`src/rtl/dpg_pkg.sv`:
```
// Shared constants and types for the playback gain and limiter block.
// Assumes one 40 MHz clock and samples from same-clock interface logic.
package dpg_pkg;

    localparam int SAMPLE_W = 24;
    localparam int REG_W    = 9;

    typedef struct packed {
        logic                valid;
        logic [SAMPLE_W-1:0] data;
    } dpg_sample_type;

    typedef enum logic [1:0] {
        LIM_HOLD   = 2'b00,
        LIM_ATTACK = 2'b01,
        LIM_DECAY  = 2'b10
    } dpg_lim_state_type;

    // Register indices; byte address is four times the index
    localparam logic [7:0] IDX_POWER3   = 8'h03;
    localparam logic [7:0] IDX_PB_CTRL  = 8'h0a;
    localparam logic [7:0] IDX_PB_VOL   = 8'h0b;
    localparam logic [7:0] IDX_LIM_CTL1 = 8'h18;
    localparam logic [7:0] IDX_LIM_CTL2 = 8'h19;
    localparam logic [7:0] IDX_STATUS   = 8'h1f;

    // Field positions
    localparam int POS_CONV_EN    = 0;
    localparam int POS_POL_INV    = 0;
    localparam int POS_ZMUTE_EN   = 2;
    localparam int POS_SOFT_MUTE  = 6;
    localparam int POS_LIM_EN     = 8;
    localparam int POS_DCY_LSB    = 4;
    localparam int POS_ATK_LSB    = 0;
    localparam int POS_LVL_LSB    = 4;
    localparam int POS_BOOST_LSB  = 0;

    // Reset values
    localparam logic [REG_W-1:0] RST_POWER3   = 9'h000;
    localparam logic [REG_W-1:0] RST_PB_CTRL  = 9'h000;
    localparam logic [REG_W-1:0] RST_PB_VOL   = 9'h0ff;
    localparam logic [REG_W-1:0] RST_LIM_CTL1 = 9'h032;
    localparam logic [REG_W-1:0] RST_LIM_CTL2 = 9'h000;

    // Gain arithmetic works in half-dB units
    localparam logic [9:0] HEADROOM_HDB   = 10'h018;
    localparam logic [3:0] BOOST_MAX_CODE = 4'hc;
    localparam logic [3:0] RATE_MAX_CODE  = 4'hb;
    localparam logic [2:0] LVL_MAX_CODE   = 3'h5;
    localparam logic [7:0] LIM_ATT_MAX    = 8'hff;
    localparam logic [7:0] SM_ATT_MAX     = 8'hff;
    localparam int         STEPS_PER_6DB  = 12;
    localparam int         ZERO_RUN_LEN   = 1024;

    // Rate timing, counted in samples so it scales with the sample rate
    localparam longint REF_RATE_HZ   = 44100;
    localparam longint ATK_BASE_NS   = 94000;
    localparam longint DCY_BASE_NS   = 750000;
    localparam longint ACC_SCALE     = 16;
    localparam logic [21:0] ACC_ADD  =
        22'(STEPS_PER_6DB * ACC_SCALE);
    localparam logic [21:0] ATK_BASE =
        22'(ATK_BASE_NS * REF_RATE_HZ * ACC_SCALE / 64'd1000000000);
    localparam logic [21:0] DCY_BASE =
        22'(DCY_BASE_NS * REF_RATE_HZ * ACC_SCALE / 64'd1000000000);

endpackage : dpg_pkg

```
`src/rtl/dpg_playback.sv`:
```
// Playback gain path: volume, soft mute, boost, peak limiter, polarity and
// zero-run mute, with an APB register slave.
// Assumes samples arrive as one-cycle valid pulses on the same clock.
`timescale 1ns/1ps
// Behaviour
// - Path processes samples only while converter enable bit 0 is set; resets off.
// - Volume code X gives 0.5*(X-255) dB; code 0 mutes fully.
// - Volume field bits 7:0 resets to all ones, unity gain.
// - Soft mute bit 6 ramps the volume down gradually by up to 127.5 dB.
// - Clearing soft mute ramps gain back up to the programmed volume.
// - Soft mute resets cleared; it must stay cleared for playback.
// - Output non-inverted after reset; polarity bit inverts the output.
// - With zero-run mute enabled, mute after 1024 consecutive zero samples.
// - First non-zero sample releases that mute immediately.
// - Zero-run mute enable is bit 2, reset 0.
// - No boost: samples below upper threshold pass unchanged.
// - Above upper threshold, gain falls at attack rate until below it.
// - Lower threshold sits 1 dB below upper, giving hysteresis.
// - Below lower threshold, gain rises at decay rate to 0 dB.
// - Upper threshold 0.5 dB above level, lower 0.5 dB below.
// - Boost adds 0 to +12 dB in 1 dB steps below threshold.
// - Boost still applies as fixed gain with the limiter disabled.
// - Limiter enable is bit 8 of limiter control one, reset 0.
// - Decay code doubles from 750 us per 6 dB; codes 11-15 give 1.536 s.
// - Threshold code: -1 dB at 0, 1 dB lower per code, 5-7 give -6 dB.
// - Boost code 0 is 0 dB, each increment adds 1 dB; 12-15 give +12 dB.
module dpg_playback
    import dpg_pkg::*;
(
    input  wire logic           CLK_I,
    input  wire logic           RST_N_I,
    input  wire logic           PSEL_I,
    input  wire logic           PENABLE_I,
    input  wire logic           PWRITE_I,
    input  wire logic [9:0]     PADDR_I,
    input  wire logic [31:0]    PWDATA_I,
    output logic      [31:0]    PRDATA_O,
    output logic                PREADY_O,
    output logic                PSLVERR_O,
    input  wire dpg_sample_type SAMPLE_I,
    output dpg_sample_type      SAMPLE_O,
    output logic                ZERO_MUTE_O
);

    // Mantissa of 10^(-k/40), one half-dB step per k, scaled by 16384
    function automatic logic [14:0] mant(input logic [3:0] k);
        case (k)
            4'h0:    mant = 15'h4000;
            4'h1:    mant = 15'h3c6b;
            4'h2:    mant = 15'h390a;
            4'h3:    mant = 15'h35d9;
            4'h4:    mant = 15'h32d6;
            4'h5:    mant = 15'h2ffe;
            4'h6:    mant = 15'h2d4f;
            4'h7:    mant = 15'h2ac6;
            4'h8:    mant = 15'h2862;
            4'h9:    mant = 15'h261f;
            4'ha:    mant = 15'h23fd;
            default: mant = 15'h21fa;
        endcase
    endfunction : mant

    // Linear magnitude of full scale attenuated by att half-dB steps
    function automatic logic [23:0] thr_of(input logic [4:0] att);
        logic [3:0]  k;
        logic [1:0]  sh;
        logic [23:0] base;
        k    = 4'(att % 5'd12);
        sh   = 2'(att / 5'd12);
        base = {mant(k), 9'h000};
        thr_of = base >> sh;
    endfunction : thr_of

    logic [REG_W-1:0] power3_q;
    logic [REG_W-1:0] pb_ctrl_q;
    logic [REG_W-1:0] pb_vol_q;
    logic [REG_W-1:0] lim1_q;
    logic [REG_W-1:0] lim2_q;
    logic             pready_q;
    logic             pslverr_q;
    logic [31:0]      prdata_q;

    logic [7:0]        sm_att_q;
    logic [7:0]        lim_att_q;
    logic [21:0]       acc_q;
    dpg_lim_state_type lim_state_q;
    logic [10:0]       zero_cnt_q;
    logic              zero_mute_q;
    dpg_sample_type    out_q;

    // Register fields
    wire       conv_en   = power3_q[POS_CONV_EN];
    wire       soft_mute = pb_ctrl_q[POS_SOFT_MUTE];
    wire       pol_inv   = pb_ctrl_q[POS_POL_INV];
    wire       zmute_en  = pb_ctrl_q[POS_ZMUTE_EN];
    wire [7:0] vol_code  = pb_vol_q[7:0];
    wire       lim_en    = lim1_q[POS_LIM_EN];
    wire [3:0] dcy_code  = lim1_q[POS_DCY_LSB +: 4];
    wire [3:0] atk_code  = lim1_q[POS_ATK_LSB +: 4];
    wire [2:0] lvl_code  = lim2_q[POS_LVL_LSB +: 3];
    wire [3:0] bst_code  = lim2_q[POS_BOOST_LSB +: 4];

    // APB decode
    wire        acc_phase = PSEL_I & PENABLE_I;
    wire        take      = acc_phase & pready_q;
    wire [7:0]  reg_idx   = PADDR_I[9:2];
    wire        hit_pw3   = reg_idx == IDX_POWER3;
    wire        hit_ctl   = reg_idx == IDX_PB_CTRL;
    wire        hit_vol   = reg_idx == IDX_PB_VOL;
    wire        hit_l1    = reg_idx == IDX_LIM_CTL1;
    wire        hit_l2    = reg_idx == IDX_LIM_CTL2;
    wire        hit_st    = reg_idx == IDX_STATUS;
    wire        mapped    = (hit_pw3 | hit_ctl | hit_vol | hit_l1 | hit_l2
                             | hit_st) & (PADDR_I[1:0] == 2'b00);
    wire        wr_ok     = take & PWRITE_I & mapped;
    wire [31:0] status    = {8'h00, sm_att_q, lim_att_q, 4'h0,
                             2'(lim_state_q), |lim_att_q, zero_mute_q};
    wire [31:0] rd_mux    =
        !mapped ? 32'h0000_0000 :
        hit_pw3 ? {23'h00_0000, power3_q} :
        hit_ctl ? {23'h00_0000, pb_ctrl_q} :
        hit_vol ? {23'h00_0000, pb_vol_q} :
        hit_l1  ? {23'h00_0000, lim1_q} :
        hit_l2  ? {23'h00_0000, lim2_q} : status;

    // Codes clamped to their tables
    wire [3:0] bst_c = (bst_code > BOOST_MAX_CODE) ? BOOST_MAX_CODE
                                                   : bst_code;
    wire [3:0] dcy_c = (dcy_code > RATE_MAX_CODE) ? RATE_MAX_CODE
                                                  : dcy_code;
    wire [3:0] atk_c = (atk_code > RATE_MAX_CODE) ? RATE_MAX_CODE
                                                  : atk_code;
    wire [2:0] lvl_c = (lvl_code > LVL_MAX_CODE) ? LVL_MAX_CODE
                                                 : lvl_code;
    wire [21:0] atk_period = ATK_BASE << atk_c;
    wire [21:0] dcy_period = DCY_BASE << dcy_c;

    // Thresholds: level is -(1+code) dB; bounds are 0.5 dB either side
    wire [4:0]  up_att = {1'b0, lvl_c, 1'b1};
    wire [4:0]  lo_att = up_att + 5'd2;
    wire [23:0] thr_up = thr_of(up_att);
    wire [23:0] thr_lo = thr_of(lo_att);

    // Total attenuation from +12 dB headroom, in half-dB units
    wire [9:0] vol_att  = 10'(8'hff - vol_code);
    wire [9:0] lim_att  = lim_en ? {2'b00, lim_att_q} : 10'h000;
    wire [9:0] att_tot  = HEADROOM_HDB - {5'h00, bst_c, 1'b0}
                          + vol_att + lim_att + {2'b00, sm_att_q};
    wire [3:0] att_k    = 4'(att_tot % 10'd12);
    wire [6:0] att_sh   = 7'(att_tot / 10'd12);
    wire       hard_mute = (vol_code == 8'h00) | (att_sh > 7'd26);

    // Gain multiply and saturate
    // Twelve half-dB steps are 6 dB, a shade less than one octave: trim
    // the mantissa linearly per octave, exact at the headroom octave so
    // that unity gain stays bit exact
    wire [14:0]        corr   = 15'(15'd16306 + 15'd39 * {8'h00, att_sh});
    wire [29:0]        eff_w  = mant(att_k) * corr;
    wire [14:0]        eff    = eff_w[28:14];
    wire signed [39:0] prod   = $signed(SAMPLE_I.data)
                                * $signed({1'b0, eff});
    wire signed [39:0] scaled = (prod >>> 12) >>> att_sh;
    wire               pos_ov = !scaled[39] & (|scaled[38:23]);
    wire               neg_ov = scaled[39] & !(&scaled[38:23]);
    wire [23:0]        sat    = pos_ov ? 24'h7f_ffff :
                                neg_ov ? 24'h80_0000 : scaled[23:0];
    wire [23:0]        gained = hard_mute ? 24'h00_0000 : sat;
    wire [23:0]        negd   = (gained == 24'h80_0000) ? 24'h7f_ffff
                                                        : 24'(-gained);
    wire [23:0]        pol_out = pol_inv ? negd : gained;
    wire [23:0]        mag     = gained[23] ? negd : gained;

    // Level classification for the limiter
    wire               above   = mag > thr_up;
    wire               below   = mag < thr_lo;
    dpg_lim_state_type lim_next;
    assign lim_next = !lim_en ? LIM_HOLD :
                      above   ? LIM_ATTACK :
                      below   ? LIM_DECAY : LIM_HOLD;

    wire sample_go = SAMPLE_I.valid & conv_en;
    wire is_zero   = SAMPLE_I.data == 24'h00_0000;
    wire [10:0] zero_cnt_d =
        !is_zero ? 11'h000 :
        (zero_cnt_q == 11'(ZERO_RUN_LEN)) ? zero_cnt_q
                                          : zero_cnt_q + 11'h001;

    // APB slave: one wait state, answer registered
    always_ff @(posedge CLK_I) begin
        if (!RST_N_I) begin
            pready_q  <= 1'b0;
            pslverr_q <= 1'b0;
            prdata_q  <= 32'h0000_0000;
        end else begin
            pready_q  <= acc_phase & !pready_q;
            pslverr_q <= acc_phase & !pready_q & !mapped;
            if (acc_phase & !pready_q & !PWRITE_I) begin
                prdata_q <= rd_mux;
            end
        end
    end

    // Control registers
    always_ff @(posedge CLK_I) begin
        if (!RST_N_I) begin
            power3_q  <= RST_POWER3;
            pb_ctrl_q <= RST_PB_CTRL;
            pb_vol_q  <= RST_PB_VOL;
            lim1_q    <= RST_LIM_CTL1;
            lim2_q    <= RST_LIM_CTL2;
        end else if (wr_ok) begin
            if (hit_pw3) begin
                power3_q <= PWDATA_I[REG_W-1:0];
            end
            if (hit_ctl) begin
                pb_ctrl_q <= PWDATA_I[REG_W-1:0];
            end
            if (hit_vol) begin
                pb_vol_q <= PWDATA_I[REG_W-1:0];
            end
            if (hit_l1) begin
                lim1_q <= PWDATA_I[REG_W-1:0];
            end
            if (hit_l2) begin
                lim2_q <= PWDATA_I[REG_W-1:0];
            end
        end
    end

    // Soft mute ramp, one half-dB step per accepted sample
    always_ff @(posedge CLK_I) begin
        if (!RST_N_I) begin
            sm_att_q <= 8'h00;
        end else if (sample_go) begin
            if (soft_mute && sm_att_q != SM_ATT_MAX) begin
                sm_att_q <= sm_att_q + 8'h01;
            end else if (!soft_mute && sm_att_q != 8'h00) begin
                sm_att_q <= sm_att_q - 8'h01;
            end
        end
    end

    // Limiter gain: samples feed the rate accumulator, clocks drain it
    always_ff @(posedge CLK_I) begin
        if (!RST_N_I) begin
            lim_state_q <= LIM_HOLD;
            lim_att_q   <= 8'h00;
            acc_q       <= 22'h00_0000;
        end else if (!lim_en) begin
            lim_state_q <= LIM_HOLD;
            lim_att_q   <= 8'h00;
            acc_q       <= 22'h00_0000;
        end else if (sample_go) begin
            lim_state_q <= lim_next;
            acc_q <= ((lim_next == lim_state_q) ? acc_q : 22'h00_0000)
                     + ((lim_next == LIM_HOLD) ? 22'h00_0000 : ACC_ADD);
        end else begin
            case (lim_state_q)
                LIM_ATTACK: begin
                    if (lim_att_q == LIM_ATT_MAX) begin
                        acc_q <= 22'h00_0000;
                    end else if (acc_q >= atk_period) begin
                        lim_att_q <= lim_att_q + 8'h01;
                        acc_q     <= acc_q - atk_period;
                    end
                end
                LIM_DECAY: begin
                    if (lim_att_q == 8'h00) begin
                        acc_q <= 22'h00_0000;
                    end else if (acc_q >= dcy_period) begin
                        lim_att_q <= lim_att_q - 8'h01;
                        acc_q     <= acc_q - dcy_period;
                    end
                end
                LIM_HOLD: begin
                    acc_q <= 22'h00_0000;
                end
                default: begin
                    lim_state_q <= LIM_HOLD;
                end
            endcase
        end
    end

    // Zero-run detector
    always_ff @(posedge CLK_I) begin
        if (!RST_N_I) begin
            zero_cnt_q  <= 11'h000;
            zero_mute_q <= 1'b0;
        end else if (!conv_en) begin
            zero_cnt_q  <= 11'h000;
            zero_mute_q <= 1'b0;
        end else if (sample_go) begin
            zero_cnt_q  <= zero_cnt_d;
            zero_mute_q <= zmute_en
                           & (zero_cnt_d == 11'(ZERO_RUN_LEN));
        end else if (!zmute_en) begin
            zero_mute_q <= 1'b0;
        end
    end

    // Output sample register
    always_ff @(posedge CLK_I) begin
        if (!RST_N_I) begin
            out_q <= '0;
        end else begin
            out_q.valid <= sample_go;
            if (sample_go) begin
                out_q.data <= pol_out;
            end else if (!conv_en) begin
                out_q.data <= 24'h00_0000;
            end
        end
    end

    assign PRDATA_O    = prdata_q;
    assign PREADY_O    = pready_q;
    assign PSLVERR_O   = pslverr_q;
    assign SAMPLE_O    = out_q;
    assign ZERO_MUTE_O = zero_mute_q;

endmodule : dpg_playback

```
`config.mk`:
```
export PLATFORM = sky130hd
export DESIGN_NAME = dpg_playback
export DESIGN_NICKNAME = d
export VERILOG_FILES = /design/src/rtl/dpg_pkg.sv /design/src/rtl/dpg_playback.sv
export SDC_FILE = /design/constraint.sdc
export NUM_CORES = 2
export LEC_CHECK = 0
export ABC_AREA = 0
export BUFFER_PORTS_ARGS = -buffer_cell sky130_fd_sc_hd__buf_2
export CAP_MARGIN = 5
export CORE_MARGIN = 3
export CORE_UTILIZATION = 35
export CTS_CLUSTER_DIAMETER = 100
export CTS_CLUSTER_SIZE = 14
export DETAILED_ROUTE_END_ITERATION = 12
export SYNTH_ARGS = -nofsm -noshare
export SYNTH_HDL_FRONTEND = slang
export SYNTH_SLANG_ARGS = --single-unit
export TNS_END_PERCENT = 5
```
`constraint.sdc`:
```
create_clock -name CLK_I -period 43.1 [get_ports CLK_I]
set_input_delay 0 -clock CLK_I [delete_from_list [all_inputs] [get_ports CLK_I]]
set_output_delay 0 -clock CLK_I [all_outputs]
set_load 0.05 [all_outputs]
```
==> impl_metrics.toml <==
[outcome]
status = "finished clean"

[worst_setup_path]
critPathSlowestCell = "a2111oi_0"
worstPathRequired_ns = 43.41
path_class = "register to register"
critPathMaxStageDelay_ns = 0.96
crit_start = "lim1_q[8]"
worstSetupStartpointType = "register"
arrival_ns = 35.08
path_max_fanout = 58
crit_top_cell = "fa_1"
cp-end-kind = "register"
r2r_start = "lim1_q[8]"

[clocking]
cts_buffer_depth = 2
postCtsResizedCells = 0
post_cts_buffers = 0
cts_tree = "built"
h-tree-depth = 4
cts.sinks = 148
cts_buffers = 17
path_clk_slew_ns = 0.07
cts_root_buf = "clkbuf_16"
clock_latency_ns = 0.44

[synthesis]
synth_flop_cell = "dfxtp_1"
synth-seq-cells = 148
yosys.cell_types.count = 106
yosysSeqAreaShare_pct = 7.616
yosys_warnings = 0
synth-edff-count = 0
syn_avg_cell_area_um2 = 7.810
syn_area_um2 = 38900
postSynthCellCount = 4981
ys_async_sr_fraction_pct = 0

[pwr]
power_w = 0.0003817
p_seq_share_pct = 35.9
p_int_w = 0.0002619
vdd_drop_max_v = 0.00002667
leakagePower_nw = 19.54
power_density_nw_per_um2 = 9.160
switchingPower_w = 0.0001197
p_clk_share_pct = 41.3
switching_share_pct = 31.37
pwr-share-comb_pct = 22.8

[finish]
fin_util_pct = 38.02
antenna_cells = 0
final_nets = 5896
areaGrowthSynthToFinish_pct = 7.118
n_fill_cell = 11450
ff_latch_area_um2 = 2963
fin_cells = 6436
final_layout_size_suffix_gt1_share_pct = 5.766
design_area_um2 = 41670
multi_input_area_um2 = 32490

[route]
drt-pass1-iter-count = 6
viasPerCell = 5.455
first_iter_violations = 3054
vias = 35110
routedWlPerCell_um = 18.20
drc = 0
wl_um = 117100
ant_nets = 0

[global_route]
antenna_found_initial = 1
grt_pass1_wl_um = 188700
track_usage_pct = 19.95
grt_pass1_vias = 34410
grt_max_degree = 67
grt-ovfl-total = 0

[worst_hold_path]
hold_start = "PADDR_I[0]"
min_path_type = "primary input to register"

[floorplanning]
die_area_um2 = 115200
core_area_um2 = 109600
die_w_um = 339.4
die_y_um = 339.4
initial_core_util_pct = 35.49
io_pins = 132
row_count = 121

[timing]
setup_tns_ns = 0
rsz0062_at_grt = "no"
finClkSkew_ns = 0.01093
finalSetupViolations = 0
worstMarginPinSlew_ns = 1.172
fmax_mhz = 28.76
period_minus_slack_ns = 34.76
timing.final.crit_share_pct = 80.66
final_max_slew_viol_count = 0
slew_headroom_pct = 21.57
hold_violations = 0

[placement]
dp_hpwl_um = 93290
io_buffers = 100
place_congestion = 0.9517
dp.cells = 6387
placed_area_um2 = 40880

[flow_run]
cap_violations = 0
[worst paths after layout]
check | to | slack (ns) | cells after the start
worst max-delay path | acc_q[14] | 8.34 | 129
worst min-delay path | PSLVERR_O | 0.07 | 4
worst max register to register | acc_q[14] | 8.34 | 129
worst min register to register | SAMPLE_O[22] | 0.45 | 2
[layout make-up]
| class | instances | area share [%] |
|---|---|---|
| Clock buffer | 22 | 1.138 |
| Clock inverter | 10 | 0.3543 |
| Inverter | 691 | 6.224 |
| Multi-Input combinational cell | 3908 | 77.98 |
| Sequential cell | 148 | 7.110 |
| Tap cell | 1476 | 4.432 |
| Timing Repair Buffer | 181 | 2.762 |
[power groups by stage]
stage          sequential [W]  combinational (W)  clock (W)
3_5_place_dp         0.000140          0.0000846          0
5_1_grt              0.000137          0.0000960   0.000166
2_1_floorplan        0.000140          0.0000601          0
3_3_place_gp         0.000140          0.0000836          0
4_1_cts              0.000137          0.0000860   0.000160
6_report             0.000137          0.0000872   0.000158
[worst max-delay path, delay by kind of cell (launching register included)]
| kind | cells | cell delay, ns |
|---|---|---|
| simple gates | 28 | 5.62 |
| flops | 1 | 0.75 |
| compound gates | 55 | 13.52 |
| mux | 1 | 0.30 |
| xor+xnor | 2 | 0.29 |
| fa+ha+maj | 27 | 11.51 |
| buf+inv | 16 | 2.51 |
[cell usage in the layout (no fill, tap or decap), types with 35 or more instances in the layout]
cell type,count
ha_1,331
nand3_1,75
dfxtp_1,148
a22oi_1,45
nand2b_1,48
a21oi_1,251
buf_4,64
fa_1,546
and3_1,35
inv_1,688
o211ai_1,36
mux2i_1,75
buf_2,100
nand4_1,55
xnor2_1,68
nor2b_1,42
a31oi_1,35
nor3_1,91
and2_1,181
nor2_1,428
nand2_1,656
a21o_1,71
o21a_1,47
xor2_1,38
o21ai_0,220
[flip-flops by register name, indices dropped and copies added (netlist names)]
signal       flops
PREADY_O         1
sm_att_q         8
acc_q           22
PRDATA_O        24
SAMPLE_O        25
lim_att_q        8
pb_ctrl_q        9
power3_q         9
PSLVERR_O        1
zero_cnt_q      11
lim_state_q      2
lim1_q           9
ZERO_MUTE_O      1
pb_vol_q         9
lim2_q           9
[repair_timing]
| action | 4_1_cts | 5_1_grt |
|---|---|---|
| hold endpoints to repair | 49 | 0 |
| hold buffers | 17 | 0 |
| setup endpoints to repair | 0 | 0 |
[synthesized netlist by cell type (16+ instances only)]
| cell | number | share of area (%) |
|---|---|---|
| inv_1 | 688 | 6.6 |
| nand2_1 | 656 | 6.3 |
| fa_1 | 546 | 28 |
| nor2_1 | 431 | 4.2 |
| ha_1 | 331 | 11 |
| a21oi_1 | 252 | 3.2 |
| o21ai_0 | 220 | 2.8 |
| clkbuf_1 | 215 | 2.1 |
| and2_1 | 181 | 2.9 |
| dfxtp_1 | 148 | 7.6 |
| nor3_1 | 93 | 1.2 |
| mux2i_1 | 75 | 1.9 |
| nand3_1 | 75 | 0.96 |
| xnor2_1 | 75 | 1.7 |
| a21o_1 | 71 | 1.4 |
| nand4_1 | 55 | 0.88 |
| nand2b_1 | 48 | 0.77 |
| o21a_1 | 47 | 0.91 |
| a22oi_1 | 46 | 0.89 |
| nor2b_1 | 43 | 0.69 |
| xor2_1 | 38 | 0.86 |
| o211ai_1 | 36 | 0.69 |
| a31oi_1 | 35 | 0.56 |
| and3_1 | 35 | 0.56 |
| nor4_1 | 29 | 0.47 |
| o21bai_1 | 29 | 0.56 |
| nor3b_1 | 27 | 0.52 |
| a211oi_1 | 24 | 0.46 |
| o22ai_1 | 23 | 0.37 |
| a221oi_1 | 21 | 0.47 |
| o21ai_1 | 18 | 0.23 |
| o31ai_1 | 18 | 0.35 |
| or3_1 | 18 | 0.29 |
| a21boi_0 | 16 | 0.31 |
| o221ai_1 | 16 | 0.36 |
[cell families after synthesis]
| kind of cell | after synthesis | synth area share, % |
|---|---|---|
| flip-flops | 148 | 7.616 |
| multiplexers | 91 | 2.428 |
| other | 2 | 0.01930 |
| AO/OA/AOI/OAI | 1044 | 18.02 |
| XOR/XNOR | 116 | 2.670 |
| AND/OR/NAND/NOR | 1763 | 21.27 |
| adder cells (fa/ha/maj) | 877 | 38.74 |
| buffers and inverters | 940 | 9.234 |
[metal layers]
metal / up-vias / global-route usage [%] / share of wire, %
met5: - / 0 / 0.012
met4: 2 / 5.307 / 2.7
met3: 189 / 1.847 / 5.6
met2: 1143 / 33.90 / 48
met1: 17200 / 27.13 / 44
li1: 16580 / - / -
[stage by stage]
step / hold WS (ns) / setup slack [ns]
after floorplan: 0.1285 / 13.55
after global placement: 0.2830 / 9.208
after detailed placement: 0.2872 / 8.662
after CTS: 0.03790 / 8.549
after global routing: 0.08124 / 6.019
final: 0.06702 / 8.335
Power figures use the tool's default switching activity.
